File: config.mk
export PLATFORM = sky130hd
export DESIGN_NAME = dlm_door_lock_fault_monitor
export DESIGN_NICKNAME = d
export VERILOG_FILES = /design/src/include/dlm_pkg.sv /design/src/verilog/dlm_door_lock_fault_monitor.sv
export SDC_FILE = /design/constraint.sdc
export NUM_CORES = 1
export LEC_CHECK = 0
export BUFFER_PORTS_ARGS = -buffer_cell sky130_fd_sc_hd__buf_2
export CORE_ASPECT_RATIO = 1.25
export CORE_MARGIN = 2
export CORE_UTILIZATION = 45
export CTS_BUF_LIST = sky130_fd_sc_hd__clkbuf_4 sky130_fd_sc_hd__clkbuf_8
export DETAILED_ROUTE_END_ITERATION = 8
export PLACE_DENSITY = 0.68
export SYNTH_ARGS = -nofsm -noshare
export SYNTH_HDL_FRONTEND = slang
export SYNTH_SLANG_ARGS = --single-unit
File: constraint.sdc
create_clock -name pclk -period 3.6 [get_ports pclk]
set_input_delay 0.9 -clock pclk [delete_from_list [all_inputs] [get_ports pclk]]
set_output_delay 0.9 -clock pclk [all_outputs]
set_load 0.1 [all_outputs]
File: src/include/dlm_pkg.sv
// Package for the door and lock fault monitor: register map, fields,
// reset values and timing constants.
// Assumes a 50 MHz pclk and a 32-bit APB slave port.
package dlm_pkg;

    // ------------------------------------------------------------
    // Clock and timing
    // ------------------------------------------------------------
    localparam int CLK_HZ          = 50000000;
    localparam int TICK_MS         = 1;
    localparam int TICK_CYCLES     = CLK_HZ / 1000 * TICK_MS;
    localparam int PROT_TIME_S     = 60;
    localparam int PROT_TIME_MS    = PROT_TIME_S * 1000;
    localparam int DEBOUNCE_MS     = 10;
    localparam int DCLOSE_LIMIT_DEF = 4;
    localparam int CYCLE_TEST_MS   = 200;

    // ------------------------------------------------------------
    // Register byte offsets
    // ------------------------------------------------------------
    localparam logic [7:0] OFS_CTRL   = 8'h00;
    localparam logic [7:0] OFS_STATUS = 8'h04;
    localparam logic [7:0] OFS_MASK   = 8'h08;
    localparam logic [7:0] OFS_LIVE   = 8'h0c;
    localparam logic [7:0] OFS_COUNT  = 8'h10;

    // ------------------------------------------------------------
    // Control fields
    // ------------------------------------------------------------
    localparam int CTRL_CAM_EN     = 0;
    localparam int CTRL_LIM_LSB    = 4;
    localparam int CTRL_LIM_W      = 4;
    localparam logic [31:0] CTRL_RESET = 32'h0000_0040;

    // ------------------------------------------------------------
    // Sticky event bits
    // ------------------------------------------------------------
    localparam int NEV          = 13;
    localparam int EV_DCLOSE    = 0;
    localparam int EV_SHUTDOWN  = 1;
    localparam int EV_DOPEN_F   = 2;
    localparam int EV_DOPEN_R   = 3;
    localparam int EV_OLIM_F    = 4;
    localparam int EV_OLIM_R    = 5;
    localparam int EV_LOCK_F    = 6;
    localparam int EV_LOCK_R    = 7;
    localparam int EV_PMON_F    = 8;
    localparam int EV_PMON_R    = 9;
    localparam int EV_ZONE_OFF  = 10;
    localparam int EV_ZONE_ON   = 11;
    localparam int EV_DRIVE     = 12;

    // ------------------------------------------------------------
    // Live view bits
    // ------------------------------------------------------------
    localparam int LV_CARTOP    = 0;
    localparam int LV_CYCTEST   = 1;
    localparam int LV_ACC_B     = 2;
    localparam int LV_ACC_BR    = 3;
    localparam int LV_SHUTDOWN  = 4;
    localparam int LV_ZONE_OFF  = 5;

    // ------------------------------------------------------------
    // Field input index (synchroniser bank)
    // ------------------------------------------------------------
    localparam int NIN          = 24;
    localparam int IN_DCC       = 0;
    localparam int IN_DCLIM     = 1;
    localparam int IN_PMF       = 2;
    localparam int IN_PMR       = 3;
    localparam int IN_RUN       = 4;
    localparam int IN_LOCKED    = 5;
    localparam int IN_OLF       = 6;
    localparam int IN_OLR       = 7;
    localparam int IN_GSF       = 8;
    localparam int IN_GSR       = 9;
    localparam int IN_LKF       = 10;
    localparam int IN_LKR       = 11;
    localparam int IN_SAF       = 12;
    localparam int IN_ZF        = 13;
    localparam int IN_ZR        = 14;
    localparam int IN_DRV       = 15;
    localparam int IN_BAC       = 16;
    localparam int IN_RCL       = 17;
    localparam int IN_CTI       = 18;
    localparam int IN_INSP      = 19;
    localparam int IN_CRST      = 20;
    localparam int IN_FRST      = 21;
    localparam int IN_ACC_UP    = 22;
    localparam int IN_ACC_DN    = 23;

    // Cycle test states
    typedef enum logic [1:0] {
        DLM_CT_IDLE = 2'b00,
        DLM_CT_TEST = 2'b01,
        DLM_CT_DONE = 2'b10
    } dlm_ct_t;

endpackage

File: src/verilog/dlm_door_lock_fault_monitor.sv
// Door, gate, lock and zone fault monitor with APB registers.
// Assumes field inputs are asynchronous contact levels, active high,
// and one 50 MHz clock with asynchronous active-low reset.
`timescale 1ns/1ns
`default_nettype none

module dlm_door_lock_fault_monitor
#(
    parameter int TICK_CYC   = dlm_pkg::TICK_CYCLES,
    parameter int PROT_MS    = dlm_pkg::PROT_TIME_MS,
    parameter int DEB_MS     = dlm_pkg::DEBOUNCE_MS,
    parameter int CTEST_MS   = dlm_pkg::CYCLE_TEST_MS
)
(
    // Clock and reset
    input  wire logic               pclk,
    input  wire logic               presetn,
    // APB slave
    input  wire logic               psel,
    input  wire logic               penable,
    input  wire logic               pwrite,
    input  wire logic [7:0]         paddr,
    input  wire logic [31:0]        pwdata,
    output logic [31:0]             prdata,
    output logic                    pready,
    output logic                    pslverr,
    // Field contacts
    input  wire logic [dlm_pkg::NIN-1:0] field_in,
    // Outputs to car and door open requests
    output logic                    front_door_open_function,
    output logic                    rear_door_open_function,
    input  wire logic               front_open_request,
    input  wire logic               rear_open_request,
    output logic                    retiring_cam_relay,
    output logic                    motor_contactor,
    output logic                    brake_contactor,
    output logic                    leave_permit,
    output logic                    irq
);
    import dlm_pkg::*;

    // Counter widths below bound the timing parameters
    if (TICK_CYC < 2 || PROT_MS < 2 || DEB_MS < 1 || CTEST_MS < 2 ||
        TICK_CYC > 2**26 || PROT_MS > 2**17 - 1 || DEB_MS > 256 ||
        CTEST_MS > 2**16)
    begin
        $error("dlm: timing parameters out of range");
    end

    // ------------------------------------------------------------
    // Input synchronise and debounce
    // ------------------------------------------------------------
    logic [NIN-1:0] s1_reg, s2_reg, s3_reg, deb_reg;
    logic [NIN-1:0][7:0] dcnt_reg;
    logic tick;
    logic [25:0] tcnt_reg;

    always_ff @(posedge pclk or negedge presetn)
    begin
        if (!presetn)
        begin
            s1_reg <= '0;
            s2_reg <= '0;
            s3_reg <= '0;
        end
        else
        begin
            s1_reg <= field_in;
            s2_reg <= s1_reg;
            s3_reg <= s2_reg;
        end
    end

    // Millisecond tick drives all long timers
    always_ff @(posedge pclk or negedge presetn)
    begin
        if (!presetn)
            tcnt_reg <= '0;
        else if (tick)
            tcnt_reg <= '0;
        else
            tcnt_reg <= tcnt_reg + 26'h1;
    end
    assign tick = (tcnt_reg == 26'(TICK_CYC - 1));

    // A level counts only after stages 2 and 3 agree and hold
    always_ff @(posedge pclk or negedge presetn)
    begin
        if (!presetn)
        begin
            deb_reg  <= '0;
            dcnt_reg <= '0;
        end
        else
        begin
            for (int i = 0; i < NIN; i++)
            begin
                if (s2_reg[i] != s3_reg[i] || s3_reg[i] == deb_reg[i])
                    dcnt_reg[i] <= '0;
                else if (tick)
                begin
                    if (dcnt_reg[i] == 8'(DEB_MS - 1))
                    begin
                        deb_reg[i]  <= s3_reg[i];
                        dcnt_reg[i] <= '0;
                    end
                    else
                        dcnt_reg[i] <= dcnt_reg[i] + 8'h1;
                end
            end
        end
    end

    logic door_closed_contact, door_close_limit;
    logic front_door_position_monitor, rear_door_position_monitor;
    logic run_demand, door_locked_input, front_open_limit, rear_open_limit;
    logic front_gate_switch, rear_gate_switch, front_lock_input;
    logic rear_lock_input, safety_string_on, front_zone_sensor;
    logic rear_zone_sensor, drive_fault_input, bottom_access_door_contact;
    logic rear_close_limit_contact, cartop_inspection_input;
    logic inspection, computer_reset, fault_reset, access_sw;

    assign door_closed_contact         = deb_reg[IN_DCC];
    assign door_close_limit            = deb_reg[IN_DCLIM];
    assign front_door_position_monitor = deb_reg[IN_PMF];
    assign rear_door_position_monitor  = deb_reg[IN_PMR];
    assign run_demand                  = deb_reg[IN_RUN];
    assign door_locked_input           = deb_reg[IN_LOCKED];
    assign front_open_limit            = deb_reg[IN_OLF];
    assign rear_open_limit             = deb_reg[IN_OLR];
    assign front_gate_switch           = deb_reg[IN_GSF];
    assign rear_gate_switch            = deb_reg[IN_GSR];
    assign front_lock_input            = deb_reg[IN_LKF];
    assign rear_lock_input             = deb_reg[IN_LKR];
    assign safety_string_on            = deb_reg[IN_SAF];
    assign front_zone_sensor           = deb_reg[IN_ZF];
    assign rear_zone_sensor            = deb_reg[IN_ZR];
    assign drive_fault_input           = deb_reg[IN_DRV];
    assign bottom_access_door_contact  = deb_reg[IN_BAC];
    assign rear_close_limit_contact    = deb_reg[IN_RCL];
    assign cartop_inspection_input     = deb_reg[IN_CTI];
    assign inspection                  = deb_reg[IN_INSP];
    assign computer_reset              = deb_reg[IN_CRST];
    assign fault_reset                 = deb_reg[IN_FRST];
    assign access_sw = deb_reg[IN_ACC_UP] | deb_reg[IN_ACC_DN];

    // ------------------------------------------------------------
    // Registers
    // ------------------------------------------------------------
    logic [31:0] ctrl_reg;
    logic [NEV-1:0] status_reg, mask_reg, ev;
    logic wr_en, rd_en;
    logic [3:0] fail_cnt_reg;
    logic shutdown_reg, zone_off_reg, insp_d_reg;
    dlm_ct_t ct_state_reg;

    assign pready  = 1'b1;
    assign wr_en   = psel & penable & pwrite;
    assign rd_en   = psel & penable & ~pwrite;
    assign pslverr = psel & penable & (paddr > OFS_COUNT);

    always_ff @(posedge pclk or negedge presetn)
    begin
        if (!presetn)
        begin
            ctrl_reg <= CTRL_RESET;
            mask_reg <= '0;
        end
        else if (wr_en && paddr == OFS_CTRL)
            ctrl_reg <= pwdata & 32'h0000_00f1;
        else if (wr_en && paddr == OFS_MASK)
            mask_reg <= pwdata[NEV-1:0];
    end

    // Set wins over a write-one clear in the same cycle
    always_ff @(posedge pclk or negedge presetn)
    begin
        if (!presetn)
            status_reg <= '0;
        else if (wr_en && paddr == OFS_STATUS)
            status_reg <= (status_reg & ~pwdata[NEV-1:0]) | ev;
        else
            status_reg <= status_reg | ev;
    end

    assign irq = |(status_reg & mask_reg);

    logic bottom_access_fail, bottom_rear_fail;
    logic [31:0] live;
    assign live = {26'h0, zone_off_reg, shutdown_reg,
                   bottom_rear_fail, bottom_access_fail,
                   (ct_state_reg == DLM_CT_TEST),
                   cartop_inspection_input};

    always_ff @(posedge pclk or negedge presetn)
    begin
        if (!presetn)
            prdata <= '0;
        else if (psel && !penable && !pwrite)
        begin
            unique case (paddr)
                OFS_CTRL:   prdata <= ctrl_reg;
                OFS_STATUS: prdata <= 32'(status_reg);
                OFS_MASK:   prdata <= 32'(mask_reg);
                OFS_LIVE:   prdata <= live;
                OFS_COUNT:  prdata <= 32'(fail_cnt_reg);
                default:    prdata <= '0;
            endcase
        end
    end

    // ------------------------------------------------------------
    // Door close protection
    // ------------------------------------------------------------
    logic doors_closed, dclose_arm, dclose_clr;
    logic [16:0] dc_ms_reg;
    logic dc_fault_reg;
    logic [3:0] limit;

    assign doors_closed = door_closed_contact |
                          (~door_close_limit & front_door_position_monitor);
    assign dclose_arm   = doors_closed & run_demand & ~door_locked_input;
    assign dclose_clr   = door_locked_input | inspection | computer_reset;
    assign limit        = ctrl_reg[CTRL_LIM_LSB +: CTRL_LIM_W];
    assign retiring_cam_relay = ctrl_reg[CTRL_CAM_EN] & run_demand &
                                doors_closed & ~shutdown_reg;

    always_ff @(posedge pclk or negedge presetn)
    begin
        if (!presetn)
            dc_ms_reg <= '0;
        else if (!dclose_arm || dc_fault_reg)
            dc_ms_reg <= '0;
        else if (tick)
            dc_ms_reg <= dc_ms_reg + 17'h1;
    end

    logic dc_expire;
    assign dc_expire = dclose_arm & ~dc_fault_reg &
                       (dc_ms_reg == 17'(PROT_MS - 1)) & tick;

    always_ff @(posedge pclk or negedge presetn)
    begin
        if (!presetn)
            dc_fault_reg <= 1'b0;
        else if (dc_expire)
            dc_fault_reg <= 1'b1;
        else if (dclose_clr)
            dc_fault_reg <= 1'b0;
    end

    // Consecutive count resets on lock; shutdown holds until reset
    always_ff @(posedge pclk or negedge presetn)
    begin
        if (!presetn)
        begin
            fail_cnt_reg <= '0;
            shutdown_reg <= 1'b0;
        end
        else
        begin
            if (dc_expire)
                fail_cnt_reg <= fail_cnt_reg + 4'h1;
            else if (door_locked_input || computer_reset)
                fail_cnt_reg <= '0;
            if (dc_expire && fail_cnt_reg + 4'h1 >= limit)
                shutdown_reg <= 1'b1;
            else if (computer_reset)
                shutdown_reg <= 1'b0;
        end
    end

    // ------------------------------------------------------------
    // Door open protection, one timer per side
    // ------------------------------------------------------------
    logic [1:0] open_req, open_fn_reg, open_exp;
    logic [1:0][16:0] do_ms_reg;
    assign open_req = {rear_open_request, front_open_request};

    always_ff @(posedge pclk or negedge presetn)
    begin
        if (!presetn)
        begin
            open_fn_reg <= '0;
            do_ms_reg   <= '0;
        end
        else
        begin
            for (int s = 0; s < 2; s++)
            begin
                if (!open_req[s])
                begin
                    open_fn_reg[s] <= 1'b0;
                    do_ms_reg[s]   <= '0;
                end
                else if (open_exp[s])
                    open_fn_reg[s] <= 1'b0;
                else if (do_ms_reg[s] == '0 && !open_fn_reg[s])
                begin
                    open_fn_reg[s] <= 1'b1;
                    do_ms_reg[s]   <= 17'h1;
                end
                else if (tick && open_fn_reg[s])
                    do_ms_reg[s] <= do_ms_reg[s] + 17'h1;
            end
        end
    end
    // Request must drop before the function can return
    always_comb
    begin
        for (int s = 0; s < 2; s++)
            open_exp[s] = open_fn_reg[s] & tick &
                          (do_ms_reg[s] == 17'(PROT_MS));
    end
    assign front_door_open_function = open_fn_reg[0];
    assign rear_door_open_function  = open_fn_reg[1];

    // ------------------------------------------------------------
    // Run tracking and door zone checks
    // ------------------------------------------------------------
    logic run_d_reg, seen_zone_reg, zf_low_reg, zr_low_reg, run_end;
    assign run_end = run_d_reg & ~run_demand;

    always_ff @(posedge pclk or negedge presetn)
    begin
        if (!presetn)
        begin
            run_d_reg     <= 1'b0;
            seen_zone_reg <= 1'b0;
            zf_low_reg    <= 1'b0;
            zr_low_reg    <= 1'b0;
            insp_d_reg    <= 1'b0;
        end
        else
        begin
            run_d_reg  <= run_demand;
            insp_d_reg <= inspection;
            if (run_demand && !run_d_reg)
            begin
                seen_zone_reg <= 1'b0;
                zf_low_reg    <= 1'b0;
                zr_low_reg    <= 1'b0;
            end
            else if (run_demand)
            begin
                seen_zone_reg <= seen_zone_reg | front_zone_sensor |
                                 rear_zone_sensor;
                zf_low_reg <= zf_low_reg | ~front_zone_sensor;
                zr_low_reg <= zr_low_reg | ~rear_zone_sensor;
            end
        end
    end

    always_ff @(posedge pclk or negedge presetn)
    begin
        if (!presetn)
            zone_off_reg <= 1'b0;
        else if (run_end && !seen_zone_reg)
            zone_off_reg <= 1'b1;
        else if (fault_reset || (inspection != insp_d_reg))
            zone_off_reg <= 1'b0;
    end

    // ------------------------------------------------------------
    // Cycle test and contactors
    // ------------------------------------------------------------
    logic [15:0] ct_ms_reg;
    always_ff @(posedge pclk or negedge presetn)
    begin
        if (!presetn)
        begin
            ct_state_reg <= DLM_CT_IDLE;
            ct_ms_reg    <= '0;
        end
        else
        begin
            unique case (ct_state_reg)
                DLM_CT_IDLE:
                    if (run_demand && !drive_fault_input && !shutdown_reg)
                    begin
                        ct_state_reg <= DLM_CT_TEST;
                        ct_ms_reg    <= '0;
                    end
                DLM_CT_TEST:
                    if (!run_demand || drive_fault_input || shutdown_reg)
                        ct_state_reg <= DLM_CT_IDLE;
                    else if (tick && ct_ms_reg == 16'(CTEST_MS - 1))
                        ct_state_reg <= DLM_CT_DONE;
                    else if (tick)
                        ct_ms_reg <= ct_ms_reg + 16'h1;
                DLM_CT_DONE:
                    if (!run_demand || drive_fault_input || shutdown_reg)
                        ct_state_reg <= DLM_CT_IDLE;
                default:
                    ct_state_reg <= DLM_CT_IDLE;
            endcase
        end
    end

    // Motor contactor alone during test, brake added when done; drive fault drops both at once
    assign motor_contactor = ~drive_fault_input & ~shutdown_reg &
        ((ct_state_reg == DLM_CT_TEST) | (ct_state_reg == DLM_CT_DONE));
    assign brake_contactor = motor_contactor &
                             (ct_state_reg == DLM_CT_DONE);
    assign leave_permit    = (ct_state_reg == DLM_CT_DONE) &
                             ~drive_fault_input & ~shutdown_reg;

    // ------------------------------------------------------------
    // Event collection
    // ------------------------------------------------------------
    assign bottom_access_fail = inspection & access_sw &
                                ~bottom_access_door_contact;
    assign bottom_rear_fail   = inspection & access_sw &
                                ~rear_close_limit_contact;

    always_comb
    begin
        ev = '0;
        ev[EV_DCLOSE]   = dc_expire;
        ev[EV_SHUTDOWN] = shutdown_reg;
        ev[EV_DOPEN_F]  = open_exp[0];
        ev[EV_DOPEN_R]  = open_exp[1];
        ev[EV_OLIM_F]   = (front_door_position_monitor | front_gate_switch)
                          & ~front_open_limit;
        ev[EV_OLIM_R]   = (rear_door_position_monitor | rear_gate_switch)
                          & ~rear_open_limit;
        ev[EV_LOCK_F]   = front_lock_input & ~front_gate_switch;
        ev[EV_LOCK_R]   = rear_lock_input & ~rear_gate_switch;
        ev[EV_PMON_F]   = safety_string_on &
            (door_locked_input ^ front_door_position_monitor);
        ev[EV_PMON_R]   = safety_string_on &
            (door_locked_input ^ rear_door_position_monitor);
        ev[EV_ZONE_OFF] = run_end & ~seen_zone_reg;
        ev[EV_ZONE_ON]  = run_end & ~(zf_low_reg & zr_low_reg);
        ev[EV_DRIVE]    = drive_fault_input;
    end

    logic unused_ok;
    assign unused_ok = rd_en;

endmodule

`default_nettype wire

==> metrics.md <==
| Metric | Value |
|---|---|
| Tightest Pin Transition | ~0.8 ns |
| Most common cell after layout, fill and taps aside | dfrtp_1 |
| Synth Area in Adders | about 3.6% |
| Layout area overhead | 12.15% |
| Synth Register Bits | about 440 |
| CTS resizes | 0 |
| Buffers on Ports | between 70 and 80 |
| Top_reg_cell synth | dfrtp_1 |
| First-pass GRT wire length | between 80 and 90 mm |
| Sequential share of the synthesized area | 50.65% |
| Final period util | approximately 90% |
| Final TNS setup | 0 ns |
| Fraction of registers with async set/reset | 100.0% |
| Fin. Hold Viols | 0 |
| Element type at the critical path end | primary output |
| Synth Warn # | 0 |
| Pwr/cell area | around 410 nW/um2 |
| Placed cell count | 2984 |
| Buffer count from post-CTS setup fixing | 0 |
| RSZ-0062 raised after global routing | no |
| Core ar. | around 48000 um2 |
| Compound-Gate Fraction of Synth Area | 13.73% |
| CP max FO | 7 |
| Crit path launch type | register |
| Die area | roughly 50000 um2 |
| Vias in the first global route | between 15000 and 20000 |
| Worst vdd ir | about 0.00027 V |
| Worst Path Class, Setup | register to primary output |
| Post-Syn Area | 21790 um2 |
| Filler cells | ~4300 |
| Gr usage total | between 10% and 20% |
| CTS hold repair buffers | 0 |
| Boundary Pins | between 100 and 150 |
| Detail Route Antenna Nets | 0 |
| GR Overflow Total | 0 |
| Worst-case reg-to-reg path depth | 8 |
| Most frequent cells in the layout | 440 x dfrtp_1, 287 x o21ai_0, 247 x nand2_1 |
| R2R Path End | do_ms_reg[21] |
| Largest stage delay, worst path | roughly 0.54 ns |
| CTS tree | yes |
| Crit-path slowest cell | dfrtp_1 |
| Synth Area in Simple Gates | roughly 23% |
| Max-slew violations | 0 |
| Synth Area in XOR/XNOR | 4.301% |
| Leak Pwr | ~0.011 uW |
| Height of the die | 250.0 um |
| Worst slew margin | 44.98% |
| Largest net degree at the start of global routing | 84 |
| H-tree depth | 3 |
| Max-capacitance violation count | 0 |
| Vias per cell | ~5.5 |
| Die width | ~200 um |
| Multiplexer share of the synthesized area | 1.154% |
| Post-synth EDFFs | 0 |
| Synth Area per Inst | roughly 9.4 um2 |
| NumNets Final | ~2500 |
| Clk sink count | roughly 440 |
| Status | finished, final reports clean |
| GPL Wtd Cong | 0.8870 |
| Starting Density | 45.32% |
| Final non-filler cell total | just over 3000 |
| DRC | 0 |
| Crit path DAT | roughly 2.3 ns |
| Worst r2r src | tcnt_reg[4] |
| Min Tclk post-route | between 3 and 4 ns |
| Detail Placement HPWL | between 30 and 40 mm |
| Number of flip-flops under the largest register name | 192 |
| Clock Latency Late Sink | around 0.64 ns |
| DRT Pass-1 Iters | 5 |
| Rows | 90 |
| Endpoints failing setup | 0 |
| Number of CTS-inserted buffers | 73 |
| Routed via count | roughly 17000 |
| Wirelength per Cell | between 15 and 20 um |
| Worst reg2reg setup slack | ~0.65 ns |
| Min-delay worst type | primary input to async pin |
| Clk root buf | clkbuf_8 |
| Share of cells above drive strength 1 | a little over a tenth |
| Worst-path clk slew | 0.06 ns |
| Initial antenna violation count | 1 |
| Worst clock skew | ~0.032 ns |
| Highest clock rate | 0.3165 GHz |
| Unique masters post-synth | 66 |
| Largest family of logic cells by synthesized area | simple AND/OR/NAND/NOR gates |
| Final wirelength | 48.12 mm |
| Worst path required time | between 2 and 3 ns |
| Mapped Cells | 2320 |
| Initial drt markers | roughly 1100 |
| Crit-path cells | nor2b_1 -> o2111a_1 -> buf_2 |
| Buffers from clock root to sink, at most | 3 |
| Fin util | ~51% |
[worst max-delay path, delay by kind of cell, from the launching register on]
family,cells,cell delay (ns)
AOI/OAI and AO/OA,1,0.31
buffers and inverters,1,0.46
DFF,1,0.54
and+or+nand+nor,1,0.31
[Yosys cell counts (3+ instances only)]
master	n	area share, %
nor3_1	56	1.3
mux2_2	16	0.83
o21a_1	6	0.21
nand2b_1	88	2.5
nand4_1	42	1.2
or2_2	3	0.086
buf_1	3	0.052
nor4bb_1	21	0.96
and3_1	101	2.9
o21ai_0	287	6.6
nand2_1	248	4.3
a21o_1	22	0.76
xor2_1	80	3.2
o41ai_1	3	0.12
a22o_1	5	0.20
ha_1	63	3.6
o2111ai_1	16	0.64
mux2i_1	6	0.28
or3_1	12	0.34
buf_2	8	0.18
and2_1	21	0.60
o2111a_1	3	0.16
a22oi_1	9	0.31
nor2_1	234	4.0
and4_1	4	0.16
nor2b_1	4	0.11
o22ai_1	25	0.72
inv_1	70	1.2
a221oi_1	5	0.20
o31ai_1	30	1.0
a21oi_1	51	1.2
nand3_1	97	2.2
nand3b_1	3	0.10
buf_4	23	0.79
nor4b_1	7	0.28
dfrtp_1	440	51
o21ai_1	32	0.73
nor3b_1	28	0.96
clkbuf_1	62	1.1
a31oi_1	11	0.32
xnor2_1	27	1.1
or4_1	3	0.10
nor4_1	16	0.46
[metal layers]
layer,global-route usage [%],up-vias,routed length [um]
li1,-,8320,-
met1,25.61,8410,21650
met2,31.90,375,23050
met3,3.252,88,2149
met4,7.704,0,1275
met5,0,-,0
[layout make-up]
class / count / area (um2) / share of cell area (%)
sequential: 441 / 11040 / 45.16
timing repair buffer: 98 / 665.6 / 2.724
antenna: 1 / 2.502 / 0.01024
multi-input combinational: 1731 / 10120 / 41.40
inverter: 70 / 262.8 / 1.075
tap: 644 / 805.8 / 3.297
clock buffer: 112 / 1435 / 5.872
clock inverter: 18 / 112.6 / 0.4608
[kinds of logic after synthesis]
logic type      count (synthesis)
compound gates                518
xor+xnor                      107
fa+ha+maj                      63
buf+inv                       166
flops                         441
mux                            23
other cells                     2
simple gates                 1000
[power breakdown]
group | internal (uW) | switching, uW | leakage, uW | total (uW)
registers | 5010 | 50.9 | 0.00593 | 5060
logic | 82.9 | 331 | 0.00444 | 414
clock network | 2550 | 2040 | 0.000816 | 4600
[how the worst max path moves through the flow]
stage / endpoint / startpoint / cells after the start
6_report: retiring_cam_relay / deb_reg[2] / 3
3_3_place_gp: pslverr / paddr[3] / 5
3_5_place_dp: pslverr / paddr[3] / 5
2_1_floorplan: pslverr / paddr[3] / 4
4_1_cts: irq / status_reg[4] / 5
5_1_grt: irq / mask_reg[4] / 5
[metrics by stage]
stage	hold slack [ns]	area (um2)	setup slack [ns]	total power, uW
finish	0.2680	24440	0.4408	10070
CTS	0.2607	24440	0.3503	10230
global route	0.2932	24440	0.2850	10510
global placement	0.3389	22890	0.5650	5562
floorplan	0.3312	21860	0.4696	5379
detailed placement	0.3347	22890	0.5318	5571
(Power assumes the default switching activity.)
